===== src/rtl/gpio_ctrl_defs.svh =====
// Address map, reset values and field positions of the pin and clock output control bank.
`ifndef GPIO_CTRL_DEFS_SVH
`define GPIO_CTRL_DEFS_SVH

`define ADDR_PIN_DIRECTION        16'h0030
`define ADDR_PIN_IN_FN_BIT2       16'h0031
`define ADDR_PIN_IN_FN_BIT1       16'h0032
`define ADDR_PIN_IN_FN_BIT0       16'h0033
`define ADDR_PIN_OUT_FN_BIT2      16'h0034
`define ADDR_PIN_OUT_FN_BIT1      16'h0035
`define ADDR_PIN_OUT_FN_BIT0      16'h0036
`define ADDR_PIN_OUTPUT_VALUES    16'h0038
`define ADDR_CLOCK_OUTPUT_ENABLES 16'h0039
`define ADDR_CLOCK_OUTPUT_POL     16'h003a
`define ADDR_DRIVER_STYLE_32      16'h003d
`define ADDR_DRIVER_STYLE_10      16'h003e
`define ADDR_GENERAL_INPUTS       16'h0219

`define RST_FOUR_BITS             4'h0
`define RST_IN_FN_BIT0            4'hf
`define RST_DRIVER_STYLE          8'h22
`define RST_READ_DATA             8'h00
`define RST_SYNC                  4'h0
`define ALT_IDLE_LEVEL            4'h3
`define READ_PAD                  4'h0
`define READ_UNMAPPED             8'h00

`define STYLE_HI_LSB              5
`define SE_HI_BIT                 4
`define STYLE_LO_LSB              1
`define SE_LO_BIT                 0
`define STYLE_WIDTH               3

`endif


===== src/rtl/gpio_ctrl_pkg.sv =====
// Types shared by the pin and clock output control bank.
package gpio_ctrl_pkg;

	typedef enum logic [2:0] {
		IN_FN_GENERAL   = 3'h0,
		IN_FN_ALTERNATE = 3'h1
	} input_function_t;

	typedef enum logic [2:0] {
		OUT_FN_GENERAL = 3'h0,
		OUT_FN_STATUS  = 3'h1
	} output_function_t;

	typedef enum logic [2:0] {
		STYLE_HIZ    = 3'h0,
		STYLE_LVPECL = 3'h1,
		STYLE_LVDS   = 3'h2,
		STYLE_LVCMOS = 3'h3,
		STYLE_HCSL   = 3'h4
	} driver_style_t;

endpackage : gpio_ctrl_pkg


===== src/rtl/gpio_output_driver_ctrl_regs.sv =====
// Register bank for general-purpose pin functions and clock output pair driver control.
// Functional notes
// - Direction bit 0 makes a pin input, 1 output; all reset to input.
// - Pin 0 input code 000 is general input, 001 (reset) is enable select 0.
// - Pin 1 input code 000 is general input, 001 (reset) is enable select 1.
// - Pin 2 input code 000 is general input, 001 (reset) is manual reference select.
// - Pin 3 input code 000 is general input; every other code is reserved.
// - Pins used as general inputs are readable at address 0x0219.
// - Pin 0 output code 000 drives stored value, 001 the holdover flag.
// - Pin 1 output code 000 drives stored value, 001 reference 1 signal loss.
// - Pin 2 output code 000 drives stored value, 001 reference 0 signal loss.
// - Pin 3 output code 000 drives stored value, 001 the loss-of-lock flag.
// - Stored output values, reset zero, drive pins in general output function.
// - Clock pair is high impedance unless its enable bit is set and select allows.
// - Style field: 000 off, 001 LVPECL reset, 010 LVDS, 011 LVCMOS, 100 HCSL.
// - In LVCMOS, phase bit 0 gives opposite phase pins, 1 same phase.
// - Function code bits 2, 1, 0 come from three registers, pin n at bit n.
`timescale 1ns/1ps
`include "gpio_ctrl_defs.svh"
module gpio_output_driver_ctrl_regs #(
	parameter int PIN_COUNT  = 4,
	parameter int PAIR_COUNT = 4
) (
	// Clock and reset
	input  wire logic         MCLK,
	input  wire logic         RESETN,
	// Register port from the serial host port
	input  wire logic [15:0]  REG_ADDR,
	input  wire logic         REG_WR,
	input  wire logic [7:0]   REG_WDATA,
	input  wire logic         REG_RD,
	output      logic [7:0]   REG_RDATA,
	// General-purpose pins
	input  wire logic [3:0]   GPIO_IN,
	output      logic [3:0]   GPIO_OUT,
	output      logic [3:0]   GPIO_OE,
	// PLL status and manual reference select
	input  wire logic         HOLDOVER_FLAG,
	input  wire logic         LOS_REF0,
	input  wire logic         LOS_REF1,
	input  wire logic         LOSS_OF_LOCK,
	output      logic         MANUAL_REF_SELECT,
	// Clock output pair driver control
	output      logic [3:0]   CLKOUT_DRIVE,
	output      logic [11:0]  CLKOUT_STYLE,
	output      logic [3:0]   CLKOUT_Q_INVERT,
	output      logic [3:0]   CLKOUT_NQ_INVERT
);
	import gpio_ctrl_pkg::*;

	if (PIN_COUNT != 4 || PAIR_COUNT != 4) begin : g_check
		$error("bank serves exactly four pins and four pairs");
	end

	logic [3:0] pin_direction;
	logic [3:0] in_fn_bit2;
	logic [3:0] in_fn_bit1;
	logic [3:0] in_fn_bit0;
	logic [3:0] out_fn_bit2;
	logic [3:0] out_fn_bit1;
	logic [3:0] out_fn_bit0;
	logic [3:0] general_output_values;
	logic [3:0] clock_output_enable_bits;
	logic [3:0] clock_output_polarity_bits;
	logic [7:0] driver_style_32;
	logic [7:0] driver_style_10;
	logic [3:0] next_pin_direction;
	logic [3:0] next_in_fn_bit2;
	logic [3:0] next_in_fn_bit1;
	logic [3:0] next_in_fn_bit0;
	logic [3:0] next_out_fn_bit2;
	logic [3:0] next_out_fn_bit1;
	logic [3:0] next_out_fn_bit0;
	logic [3:0] next_general_output_values;
	logic [3:0] next_clock_output_enable_bits;
	logic [3:0] next_clock_output_polarity_bits;
	logic [7:0] next_driver_style_32;
	logic [7:0] next_driver_style_10;
	logic [7:0] next_rdata;
	logic [3:0] sync_stage1;
	logic [3:0] pin_level;
	logic [3:0] general_input_values;
	logic [3:0] alt_level;
	logic [3:0] status_by_pin;
	logic [1:0] output_enable_select;
	logic [11:0] style_fields;
	logic [3:0] phase_fields;
	localparam logic [3:0] alt_idle = `ALT_IDLE_LEVEL;
	// Register writes and reads.
	always_comb begin
		next_pin_direction              = pin_direction;
		next_in_fn_bit2                 = in_fn_bit2;
		next_in_fn_bit1                 = in_fn_bit1;
		next_in_fn_bit0                 = in_fn_bit0;
		next_out_fn_bit2                = out_fn_bit2;
		next_out_fn_bit1                = out_fn_bit1;
		next_out_fn_bit0                = out_fn_bit0;
		next_general_output_values      = general_output_values;
		next_clock_output_enable_bits   = clock_output_enable_bits;
		next_clock_output_polarity_bits = clock_output_polarity_bits;
		next_driver_style_32            = driver_style_32;
		next_driver_style_10            = driver_style_10;
		next_rdata                      = REG_RDATA;
		if (REG_WR) begin
			case (REG_ADDR)
				`ADDR_PIN_DIRECTION:        next_pin_direction = REG_WDATA[3:0];
				`ADDR_PIN_IN_FN_BIT2:       next_in_fn_bit2 = REG_WDATA[3:0];
				`ADDR_PIN_IN_FN_BIT1:       next_in_fn_bit1 = REG_WDATA[3:0];
				`ADDR_PIN_IN_FN_BIT0:       next_in_fn_bit0 = REG_WDATA[3:0];
				`ADDR_PIN_OUT_FN_BIT2:      next_out_fn_bit2 = REG_WDATA[3:0];
				`ADDR_PIN_OUT_FN_BIT1:      next_out_fn_bit1 = REG_WDATA[3:0];
				`ADDR_PIN_OUT_FN_BIT0:      next_out_fn_bit0 = REG_WDATA[3:0];
				`ADDR_PIN_OUTPUT_VALUES:    next_general_output_values = REG_WDATA[3:0];
				`ADDR_CLOCK_OUTPUT_ENABLES: next_clock_output_enable_bits = REG_WDATA[3:0];
				`ADDR_CLOCK_OUTPUT_POL:     next_clock_output_polarity_bits = REG_WDATA[3:0];
				`ADDR_DRIVER_STYLE_32:      next_driver_style_32 = REG_WDATA;
				`ADDR_DRIVER_STYLE_10:      next_driver_style_10 = REG_WDATA;
				default:                    next_rdata = REG_RDATA;
			endcase
		end
		// Reserved bits are not stored, so they read back as zero.
		if (REG_RD) begin
			case (REG_ADDR)
				`ADDR_PIN_DIRECTION:        next_rdata = {`READ_PAD, pin_direction};
				`ADDR_PIN_IN_FN_BIT2:       next_rdata = {`READ_PAD, in_fn_bit2};
				`ADDR_PIN_IN_FN_BIT1:       next_rdata = {`READ_PAD, in_fn_bit1};
				`ADDR_PIN_IN_FN_BIT0:       next_rdata = {`READ_PAD, in_fn_bit0};
				`ADDR_PIN_OUT_FN_BIT2:      next_rdata = {`READ_PAD, out_fn_bit2};
				`ADDR_PIN_OUT_FN_BIT1:      next_rdata = {`READ_PAD, out_fn_bit1};
				`ADDR_PIN_OUT_FN_BIT0:      next_rdata = {`READ_PAD, out_fn_bit0};
				`ADDR_PIN_OUTPUT_VALUES:    next_rdata = {`READ_PAD, general_output_values};
				`ADDR_CLOCK_OUTPUT_ENABLES: next_rdata = {`READ_PAD, clock_output_enable_bits};
				`ADDR_CLOCK_OUTPUT_POL:     next_rdata = {`READ_PAD, clock_output_polarity_bits};
				`ADDR_DRIVER_STYLE_32:      next_rdata = driver_style_32;
				`ADDR_DRIVER_STYLE_10:      next_rdata = driver_style_10;
				`ADDR_GENERAL_INPUTS:       next_rdata = {`READ_PAD, general_input_values};
				default:                    next_rdata = `READ_UNMAPPED;
			endcase
		end
	end

	always_ff @(posedge MCLK or negedge RESETN) begin
		if (!RESETN) begin
			pin_direction              <= `RST_FOUR_BITS;
			in_fn_bit2                 <= `RST_FOUR_BITS;
			in_fn_bit1                 <= `RST_FOUR_BITS;
			in_fn_bit0                 <= `RST_IN_FN_BIT0;
			out_fn_bit2                <= `RST_FOUR_BITS;
			out_fn_bit1                <= `RST_FOUR_BITS;
			out_fn_bit0                <= `RST_FOUR_BITS;
			general_output_values      <= `RST_FOUR_BITS;
			clock_output_enable_bits   <= `RST_FOUR_BITS;
			clock_output_polarity_bits <= `RST_FOUR_BITS;
			driver_style_32            <= `RST_DRIVER_STYLE;
			driver_style_10            <= `RST_DRIVER_STYLE;
			REG_RDATA                  <= `RST_READ_DATA;
		end else begin
			pin_direction              <= next_pin_direction;
			in_fn_bit2                 <= next_in_fn_bit2;
			in_fn_bit1                 <= next_in_fn_bit1;
			in_fn_bit0                 <= next_in_fn_bit0;
			out_fn_bit2                <= next_out_fn_bit2;
			out_fn_bit1                <= next_out_fn_bit1;
			out_fn_bit0                <= next_out_fn_bit0;
			general_output_values      <= next_general_output_values;
			clock_output_enable_bits   <= next_clock_output_enable_bits;
			clock_output_polarity_bits <= next_clock_output_polarity_bits;
			driver_style_32            <= next_driver_style_32;
			driver_style_10            <= next_driver_style_10;
			REG_RDATA                  <= next_rdata;
		end
	end

	// Pins come from the board, so they pass two flops before any decode looks at them.
	always_ff @(posedge MCLK or negedge RESETN) begin
		if (!RESETN) begin
			sync_stage1 <= `RST_SYNC;
			pin_level   <= `RST_SYNC;
		end else begin
			sync_stage1 <= GPIO_IN;
			pin_level   <= sync_stage1;
		end
	end

	assign status_by_pin = {LOSS_OF_LOCK, LOS_REF0, LOS_REF1, HOLDOVER_FLAG};

	for (genvar n = 0; n < PIN_COUNT; n++) begin : g_pin
		logic [2:0] in_fn;
		logic [2:0] out_fn;
		logic       next_out;
		logic       next_oe;
		logic       next_gpi;
		logic       next_alt;

		assign in_fn  = {in_fn_bit2[n], in_fn_bit1[n], in_fn_bit0[n]};
		assign out_fn = {out_fn_bit2[n], out_fn_bit1[n], out_fn_bit0[n]};

		always_comb begin
			next_oe  = pin_direction[n];
			next_out = 1'b0;
			next_gpi = 1'b0;
			next_alt = alt_idle[n];
			if (pin_direction[n]) begin
				case (out_fn)
					OUT_FN_GENERAL: next_out = general_output_values[n];
					OUT_FN_STATUS:  next_out = status_by_pin[n];
					default:        next_out = 1'b0;
				endcase
			end else begin
				case (in_fn)
					IN_FN_GENERAL:   next_gpi = pin_level[n];
					// Pin 3 has no alternate input, so its code 001 stays inert.
					IN_FN_ALTERNATE: next_alt = (n != 3) ? pin_level[n] : alt_idle[n];
					default:         next_gpi = 1'b0;
				endcase
			end
		end

		always_ff @(posedge MCLK or negedge RESETN) begin
			if (!RESETN) begin
				GPIO_OUT[n]             <= 1'b0;
				GPIO_OE[n]              <= 1'b0;
				general_input_values[n] <= 1'b0;
				alt_level[n]            <= alt_idle[n];
			end else begin
				GPIO_OUT[n]             <= next_out;
				GPIO_OE[n]              <= next_oe;
				general_input_values[n] <= next_gpi;
				alt_level[n]            <= next_alt;
			end
		end
	end

	assign output_enable_select = alt_level[1:0];
	assign MANUAL_REF_SELECT    = alt_level[2];

	assign style_fields = {driver_style_32[`STYLE_HI_LSB +: `STYLE_WIDTH], driver_style_32[`STYLE_LO_LSB +: `STYLE_WIDTH],
	                       driver_style_10[`STYLE_HI_LSB +: `STYLE_WIDTH], driver_style_10[`STYLE_LO_LSB +: `STYLE_WIDTH]};
	assign phase_fields = {driver_style_32[`SE_HI_BIT], driver_style_32[`SE_LO_BIT],
	                       driver_style_10[`SE_HI_BIT], driver_style_10[`SE_LO_BIT]};

	for (genvar m = 0; m < PAIR_COUNT; m++) begin : g_pair
		driver_style_t style_out;

		// Select bit 0 gates pairs 0 and 1, select bit 1 gates pairs 2 and 3.
		clock_pair_ctrl u_pair (
			.clk        (MCLK),
			.resetn     (RESETN),
			.enable     (clock_output_enable_bits[m]),
			.gate       (output_enable_select[m / 2]),
			.polarity   (clock_output_polarity_bits[m]),
			.style      (driver_style_t'(style_fields[m * 3 +: 3])),
			.same_phase (phase_fields[m]),
			.drive      (CLKOUT_DRIVE[m]),
			.style_out  (style_out),
			.q_invert   (CLKOUT_Q_INVERT[m]),
			.nq_invert  (CLKOUT_NQ_INVERT[m])
		);
		assign CLKOUT_STYLE[m * 3 +: 3] = style_out;
	end

	property p_direction;
		@(posedge MCLK) disable iff (!RESETN) 1'b1 |=> GPIO_OE == $past(pin_direction);
	endproperty
	a_direction: assert property (p_direction) else $error("drive enable differs from direction");

	property p_gpi_pin0;
		@(posedge MCLK) disable iff (!RESETN)
			!pin_direction[0] && g_pin[0].in_fn == 3'h0 |=> general_input_values[0] == $past(pin_level[0]);
	endproperty
	a_gpi_pin0: assert property (p_gpi_pin0) else $error("pin 0 input not reflected");

	property p_manual_reference_select;
		@(posedge MCLK) disable iff (!RESETN)
			!pin_direction[2] && g_pin[2].in_fn == 3'h1 |=> MANUAL_REF_SELECT == $past(pin_level[2]);
	endproperty
	a_manual_reference_select: assert property (p_manual_reference_select) else $error("reference select not taken from pin 2");

	property p_pin3_alt_inert;
		@(posedge MCLK) disable iff (!RESETN) 1'b1 |=> alt_level[3] == 1'b0;
	endproperty
	a_pin3_alt_inert: assert property (p_pin3_alt_inert) else $error("pin 3 reserved code acted");

	property p_gpi_read;
		@(posedge MCLK) disable iff (!RESETN)
			REG_RD && REG_ADDR == `ADDR_GENERAL_INPUTS |=> REG_RDATA == {4'h0, $past(general_input_values)};
	endproperty
	a_gpi_read: assert property (p_gpi_read) else $error("general inputs not read back");

	property p_holdover_out;
		@(posedge MCLK) disable iff (!RESETN)
			pin_direction[0] && g_pin[0].out_fn == 3'h1 |=> GPIO_OUT[0] == $past(HOLDOVER_FLAG);
	endproperty
	a_holdover_out: assert property (p_holdover_out) else $error("holdover flag not on pin 0");

	property p_los1_out;
		@(posedge MCLK) disable iff (!RESETN)
			pin_direction[1] && g_pin[1].out_fn == 3'h1 |=> GPIO_OUT[1] == $past(LOS_REF1);
	endproperty
	a_los1_out: assert property (p_los1_out) else $error("reference 1 loss not on pin 1");

	property p_los0_out;
		@(posedge MCLK) disable iff (!RESETN)
			pin_direction[2] && g_pin[2].out_fn == 3'h1 |=> GPIO_OUT[2] == $past(LOS_REF0);
	endproperty
	a_los0_out: assert property (p_los0_out) else $error("reference 0 loss not on pin 2");

	property p_lol_out;
		@(posedge MCLK) disable iff (!RESETN)
			pin_direction[3] && g_pin[3].out_fn == 3'h1 |=> GPIO_OUT[3] == $past(LOSS_OF_LOCK);
	endproperty
	a_lol_out: assert property (p_lol_out) else $error("loss of lock not on pin 3");

	property p_gpo_write;
		@(posedge MCLK) disable iff (!RESETN)
			REG_WR && REG_ADDR == `ADDR_PIN_OUTPUT_VALUES && pin_direction[0] && g_pin[0].out_fn == 3'h0 ##1
			g_pin[0].out_fn == 3'h0 && pin_direction[0] |=> GPIO_OUT[0] == $past(REG_WDATA[0], 2);
	endproperty
	a_gpo_write: assert property (p_gpo_write) else $error("stored output not driven");

	property p_fn_assembly;
		@(posedge MCLK) disable iff (!RESETN)
			REG_WR && REG_ADDR == `ADDR_PIN_OUT_FN_BIT2 |=> g_pin[1].out_fn[2] == $past(REG_WDATA[1]);
	endproperty
	a_fn_assembly: assert property (p_fn_assembly) else $error("code bit 2 misplaced");

	property p_input_released;
		@(posedge MCLK) disable iff (!RESETN) !pin_direction[3] ##1 !pin_direction[3] |-> !GPIO_OE[3] && !GPIO_OUT[3];
	endproperty
	a_input_released: assert property (p_input_released) else $error("input pin still driven");

	c_gpi_read: cover property (@(posedge MCLK) disable iff (!RESETN) REG_RD && REG_ADDR == `ADDR_GENERAL_INPUTS);
	c_status_out: cover property (@(posedge MCLK) disable iff (!RESETN) GPIO_OE[3] && GPIO_OUT[3]);
	c_pair_on: cover property (@(posedge MCLK) disable iff (!RESETN) CLKOUT_DRIVE == 4'hf);

endmodule : gpio_output_driver_ctrl_regs


===== src/rtl/clock_pair_ctrl.sv =====
// Driver control of one clock output pair: enable, style, polarity and phase of each pin.
`timescale 1ns/1ps
module clock_pair_ctrl (
	// Clock and reset
	input  wire logic                          clk,
	input  wire logic                          resetn,
	// Settings
	input  wire logic                          enable,
	input  wire logic                          gate,
	input  wire logic                          polarity,
	input  wire gpio_ctrl_pkg::driver_style_t  style,
	input  wire logic                          same_phase,
	// Driver control
	output      logic                          drive,
	output      gpio_ctrl_pkg::driver_style_t  style_out,
	output      logic                          q_invert,
	output      logic                          nq_invert
);
	import gpio_ctrl_pkg::*;

	logic          next_drive;
	driver_style_t next_style;
	logic          next_q_invert;
	logic          next_nq_invert;
	logic          legal;

	always_comb begin
		legal          = (style == STYLE_LVPECL) || (style == STYLE_LVDS) ||
		                 (style == STYLE_LVCMOS) || (style == STYLE_HCSL);
		next_drive     = enable && gate && legal;
		next_style     = next_drive ? style : STYLE_HIZ;
		next_q_invert  = polarity;
		// Same phase only makes sense for single-ended pins, so differential styles ignore the bit.
		next_nq_invert = (style == STYLE_LVCMOS && same_phase) ? polarity : !polarity;
	end

	always_ff @(posedge clk or negedge resetn) begin
		if (!resetn) begin
			drive     <= 1'b0;
			style_out <= STYLE_HIZ;
			q_invert  <= 1'b0;
			nq_invert <= 1'b1;
		end else begin
			drive     <= next_drive;
			style_out <= next_style;
			q_invert  <= next_q_invert;
			nq_invert <= next_nq_invert;
		end
	end

	property p_pair_off;
		@(posedge clk) disable iff (!resetn) !enable |=> !drive && style_out == STYLE_HIZ;
	endproperty
	a_pair_off: assert property (p_pair_off) else $error("pair drives while disabled");

	property p_pair_on;
		@(posedge clk) disable iff (!resetn) enable && gate && style == STYLE_LVDS |=> drive && style_out == STYLE_LVDS;
	endproperty
	a_pair_on: assert property (p_pair_on) else $error("enabled pair not driven");

	property p_polarity;
		@(posedge clk) disable iff (!resetn) 1'b1 |=> q_invert == $past(polarity);
	endproperty
	a_polarity: assert property (p_polarity) else $error("polarity not applied");

	property p_reserved_style;
		@(posedge clk) disable iff (!resetn) style > STYLE_HCSL |=> !drive && style_out == STYLE_HIZ;
	endproperty
	a_reserved_style: assert property (p_reserved_style) else $error("reserved style drives");

	property p_same_phase;
		@(posedge clk) disable iff (!resetn) style == STYLE_LVCMOS && same_phase |=> nq_invert == q_invert;
	endproperty
	a_same_phase: assert property (p_same_phase) else $error("same phase not applied");

	property p_opposite_phase;
		@(posedge clk) disable iff (!resetn) !(style == STYLE_LVCMOS && same_phase) |=> nq_invert != q_invert;
	endproperty
	a_opposite_phase: assert property (p_opposite_phase) else $error("pins not in opposite phase");

	c_lvcmos_same: cover property (@(posedge clk) disable iff (!resetn) drive && style_out == STYLE_LVCMOS && nq_invert == q_invert);

endmodule : clock_pair_ctrl


===== config.mk =====
export PLATFORM = sky130hd
export DESIGN_NAME = gpio_output_driver_ctrl_regs
export DESIGN_NICKNAME = d
export VERILOG_FILES = /design/src/rtl/gpio_ctrl_pkg.sv /design/src/rtl/gpio_output_driver_ctrl_regs.sv /design/src/rtl/clock_pair_ctrl.sv
export VERILOG_INCLUDE_DIRS = /design/src /design/src/rtl
export SDC_FILE = /design/constraint.sdc
export NUM_CORES = 1
export LEC_CHECK = 0
export BUFFER_PORTS_ARGS = -buffer_cell sky130_fd_sc_hd__buf_2
export CORE_ASPECT_RATIO = 0.6
export CORE_MARGIN = 4
export CORE_UTILIZATION = 40
export DETAILED_ROUTE_END_ITERATION = 16
export SLEW_MARGIN = 20
export SYNTH_ARGS = -nofsm -noshare
export SYNTH_HDL_FRONTEND = slang
export SYNTH_SLANG_ARGS = --single-unit

===== constraint.sdc =====
create_clock -name MCLK -period 2.22 [get_ports MCLK]
set_input_delay 0.111 -clock MCLK [delete_from_list [all_inputs] [get_ports MCLK]]
set_output_delay 0.111 -clock MCLK [all_outputs]
set_load 0.01 [all_outputs]

* After elaboration in Yosys (flattened, before gate mapping) *
Cells that the tools add are included.
W data, S select, Z words.

word-level totals
  flip-flop bits (word level) = 111
  output and inout bits = 41
  logic and storage cells = 161

cells by class
  reduce and logical (&&, ||, !) cells = 48
  multiplexer cells = 31
  equality and inequality tests = 36

operators with widths
  cell                    count
  $eq A16 B6 Y1 const B   12
  $pmux W8 S13            1
  $eq A3 B1 Y1 const B    11
  $eq A3 B2 Y1 const B    8
  $logic_not A3 Y1        8
  $reduce_and A2 Y1       12
  $mux W1                 22
  $eq A16 B10 Y1 const B  1
  $eq A3 B3 Y1 const B    4
  $logic_and A1 B1 Y1     12
  $logic_or A1 B1 Y1      12
  $mux W3                 4
  $pmux W1 S2             4
  $logic_not A1 Y1        4

* Logic depth before layout (Yosys ltp) *
  word-level depth = 6
  gate-level depth with buffers = 8

* Cells and area by module *
Synthesis repeated with hierarchy kept, for this count alone.

unflattened totals
  cells, all modules = 373
  area, all modules = 4848.4 µm²

modules (own cells, without submodules)
  module                        area each (µm²)  cells an instance  times used  sequential area each (µm²)
  gpio_output_driver_ctrl_regs  3982.6           313                1           2189.6
  clock_pair_ctrl               216.5            15                 4           151.4

* Worst setup path before layout *
No wires, ideal clock.

  path type = in2reg
  start point = input REG_ADDR[7]
  end point = register clock_output_enable_bits[0]
  path slack = 150 ps
  arrival time = 1945 ps
  cell stages on the path = 6
  cell sequence = or4b_1 > buf_2 > nor4_4 > nand2_2 > or3_4 > mux2_4

on the way
  word-level cells in the longest chain between the ends = 2

RTL lines
  what                         line                                 source
  start, declared              gpio_output_driver_ctrl_regs.sv:28   input wire logic [15:0] REG_ADDR,
  $eq A16 B6 Y1                gpio_output_driver_ctrl_regs.sv:105  case (REG_ADDR)
  $reduce_and A2 Y1 (no line)  --
  end signal, assigned         gpio_output_driver_ctrl_regs.sv:152  clock_output_enable_bits <= `RST_FOUR_BITS;
  end signal, assigned         gpio_output_driver_ctrl_regs.sv:166  clock_output_enable_bits <= next_clock_output_enable_bits;
  end, declared                gpio_output_driver_ctrl_regs.sv:63   logic [3:0] clock_output_enable_bits;

Every way passes these cells.
A chain may end at the register's enable or synchronous reset.

* Worst setup path in the final report *
  start point = input REG_ADDR[7]
  end point = register driver_style_32[4]

on the way
  word-level cells in the longest chain between the ends = 2

RTL lines
  what                         line                                 source
  $eq A16 B6 Y1                gpio_output_driver_ctrl_regs.sv:105
  $reduce_and A2 Y1 (no line)  --
  end signal, assigned         gpio_output_driver_ctrl_regs.sv:154  driver_style_32 <= `RST_DRIVER_STYLE;
  end signal, assigned         gpio_output_driver_ctrl_regs.sv:168  driver_style_32 <= next_driver_style_32;
  end, declared                gpio_output_driver_ctrl_regs.sv:65   logic [7:0] driver_style_32;

Every way passes these cells.

==> reports/metrics.yaml <==
outcome: "completed"
period_share_pct: 85.2
critPathLaunchType: "input pin"
timing.final.crit_period_ns: 1.89
pin_count: 77
rsz0062_at_grt: "false"
ctsHoldBuffers: 6
synth_cells: 379
final_nets: 507
fin_setup_tns_ns: 0
synth_edf_count: 0
synth-main-ff-cell: "dfrtp_1"
slowest_delay_ns: 0.59
cts_tree: "done"
syn_area_sq_um: 4880
cp_max_fo: 8
path_depth: 7
dieArea_sq_um: 14100
grt_util_met2_pct: 26.5
grt_first_pass_wirelength_mm: 20.7
antenna_found_initial: 0
clk_latency_ns: 0.34
initialDrtViolationCount: 263
grt.overflow.total: 0
clockBufferDepth: 2
synth_most_common_cell: "dfrtp_1"
grt_max_degree: 44
hold_end: "driver_style_10[5]"
end_kind: "flip-flop"
root_buffer: "clkbuf_16"
numCtsBuffers: 9
ctsResizeCount: 0
start_util_pct: 42.1
whs_ns: 0.0469
whs_path_depth: 2
htree_num_levels: 3
synth_warnings: 0
wirelength_mm: 13.1
worstPathCellList: "buf_2 -> or4b_1 -> nor4_4 -> buf_4 -> nand4_1 -> nor2_4 -> mux2_2"
drive_above_1_share_pct: 41.6
critical_path.top_delay_family: "simple AND/OR/NAND/NOR gates"
ys_top_cells_by_area: "dfrtp_1 50%, mux2_2 12%, dfstp_2 7.5%"
portBuffers: 76
cellPowerDensity_nw_per_um2: 658
rows: 30
peakVddDrop_v: 0.000354
coreArea_sq_um: 11600
async_reset_ff_share_pct: 100
drtAntennaViolNets: 0
maxSlewViolCount: 0
critPathBufInv: 2
clock_sinks: 111
placedCellCount: 614
grt_pass1_vias: 3498
grt_busiest_layer: "met1"
met1_usage_pct: 31.7
grt_use_total_pct: 19.5
finalWeightedCongestion: 0.881
syn_avg_cell_area_sq_um: 12.9
r2r_cells: 5
synth_fp_nets: 415
clkTransAtPathRegs_ns: 0.07
fp.dieH_microns: 93.6
cp_data_arrival_time_ns: 2.12
fillers: 1032
r2r_slack_ns: 0.67
route.detailed.drc: 0
yosysUniqueCellTypes: 49
vias: 3422
r2r-end: "REG_RDATA[0]"
grt_util_met3_pct: 4.65
diodes: 0
yosysTopAreaCellShare_pct: 49.7
first_pass_iters: 4
hpwlAfterDp_mm: 9.80
timing.rr.start: "pin_direction[0]"
finClkSkew_ns: 0.00579
yosysTopAreaCell: "dfrtp_1"
via_per_inst: 5.38
power.leakage_nw: 2.79
die_x_microns: 151
cp.required_ns: 2.45
fmax_mhz: 528
ys_seq_elements: 111
min_path_type: "in -> reg"
hp-start: "REG_WDATA[5]"
slowest_stage: "or4b_1"
seq_area_frac_synth_pct: 57.2
post_drt_wl_per_cell_microns: 20.6
areaGrowthSynthToFinish_pct: 20.6
cts_setup_buffers: 0
hold_violations: 0
finalNonFillerCells: 636
ys_top_cells_by_count: "97 x dfrtp_1, 50 x mux2_2, 18 x a22oi_1"
tightestPinTransition_ns: 0.562
slew_headroom_pct: 62.4
maxCapViolations: 0
setup_viol: 0
crit_type: "in -> reg"
## power by group
group	total (mW)	switching (mW)	internal, mW
sequential	2.04	0.00536	2.03
combinational	0.201	0.135	0.0662
clock	1.63	0.720	0.912
## worst max-delay path by stage
stage / to / from / slack, ns
floorplan: clock_output_enable_bits[0] / REG_ADDR[7] / 0.15
global placement: driver_style_10[0] / REG_ADDR[7] / 0.02
detailed placement: driver_style_32[4] / REG_ADDR[7] / -0.03
CTS: driver_style_32[4] / REG_ADDR[7] / 0.33
global route: driver_style_32[4] / REG_ADDR[7] / 0.22
finish: driver_style_32[4] / REG_ADDR[7] / 0.33
## sequential cells by signal (all words and copies together) (netlist names), 8 cells and up
signal and count:
g_pair.u_pair.style_out 12, REG_RDATA 8, driver_style_10 8, driver_style_32 8
## cells by family after synthesis
family	count (synthesis)	share of synthesized area, %
simple gates	119	15.8
flops	111	57.2
mux	65	15.4
compound gates	44	6.74
buf+inv	32	3.41
xor+xnor	8	1.43
## stage by stage
stage	setup slack (ns)	power (mW)	util [%]	area, sq um
after global placement	0.0214	2.27	47.6	5530
after global routing	0.224	4.03	50.8	5890
final	0.328	3.87	50.8	5890
after floorplan	0.150	2.14	-	4880
after detailed placement	-0.0308	2.27	47.6	5530
after CTS	0.329	3.92	50.8	5890
## cells in the final DEF, fill, tap and decap left out, types with 7 or more instances in the layout
cell,netlist,routed
nand3b_1,9,9
nor2b_1,8,8
nor2_1,15,15
buf_2,1,75
clkbuf_16,0,9
mux2i_1,7,7
nand2_1,13,13
dfrtp_1,97,97
nor4_1,8,8
o22ai_1,8,8
dfstp_2,14,14
mux2_2,50,50
nand2b_1,8,8
a22oi_1,18,18
and2_1,13,13
mux2_4,8,8
buf_4,12,26
## metal layers
layer	vias up	share of wire, %
li1	1560	-
met1	1745	51
met2	111	40
met3	6	8.4
met4	0	0.38
met5	-	0
## area by class of cell
class	count	area (sq um)	share of cell area, %
flip-flops and latches	111	2800	47.5
multi-input cells	236	1920	32.6
repair buffers	108	651	11.0
clock buffers	12	246	4.19
well taps	160	200	3.40
clock inverters	4	55.1	0.935
inverters	5	18.8	0.319
(Power assumes the default switching activity.)
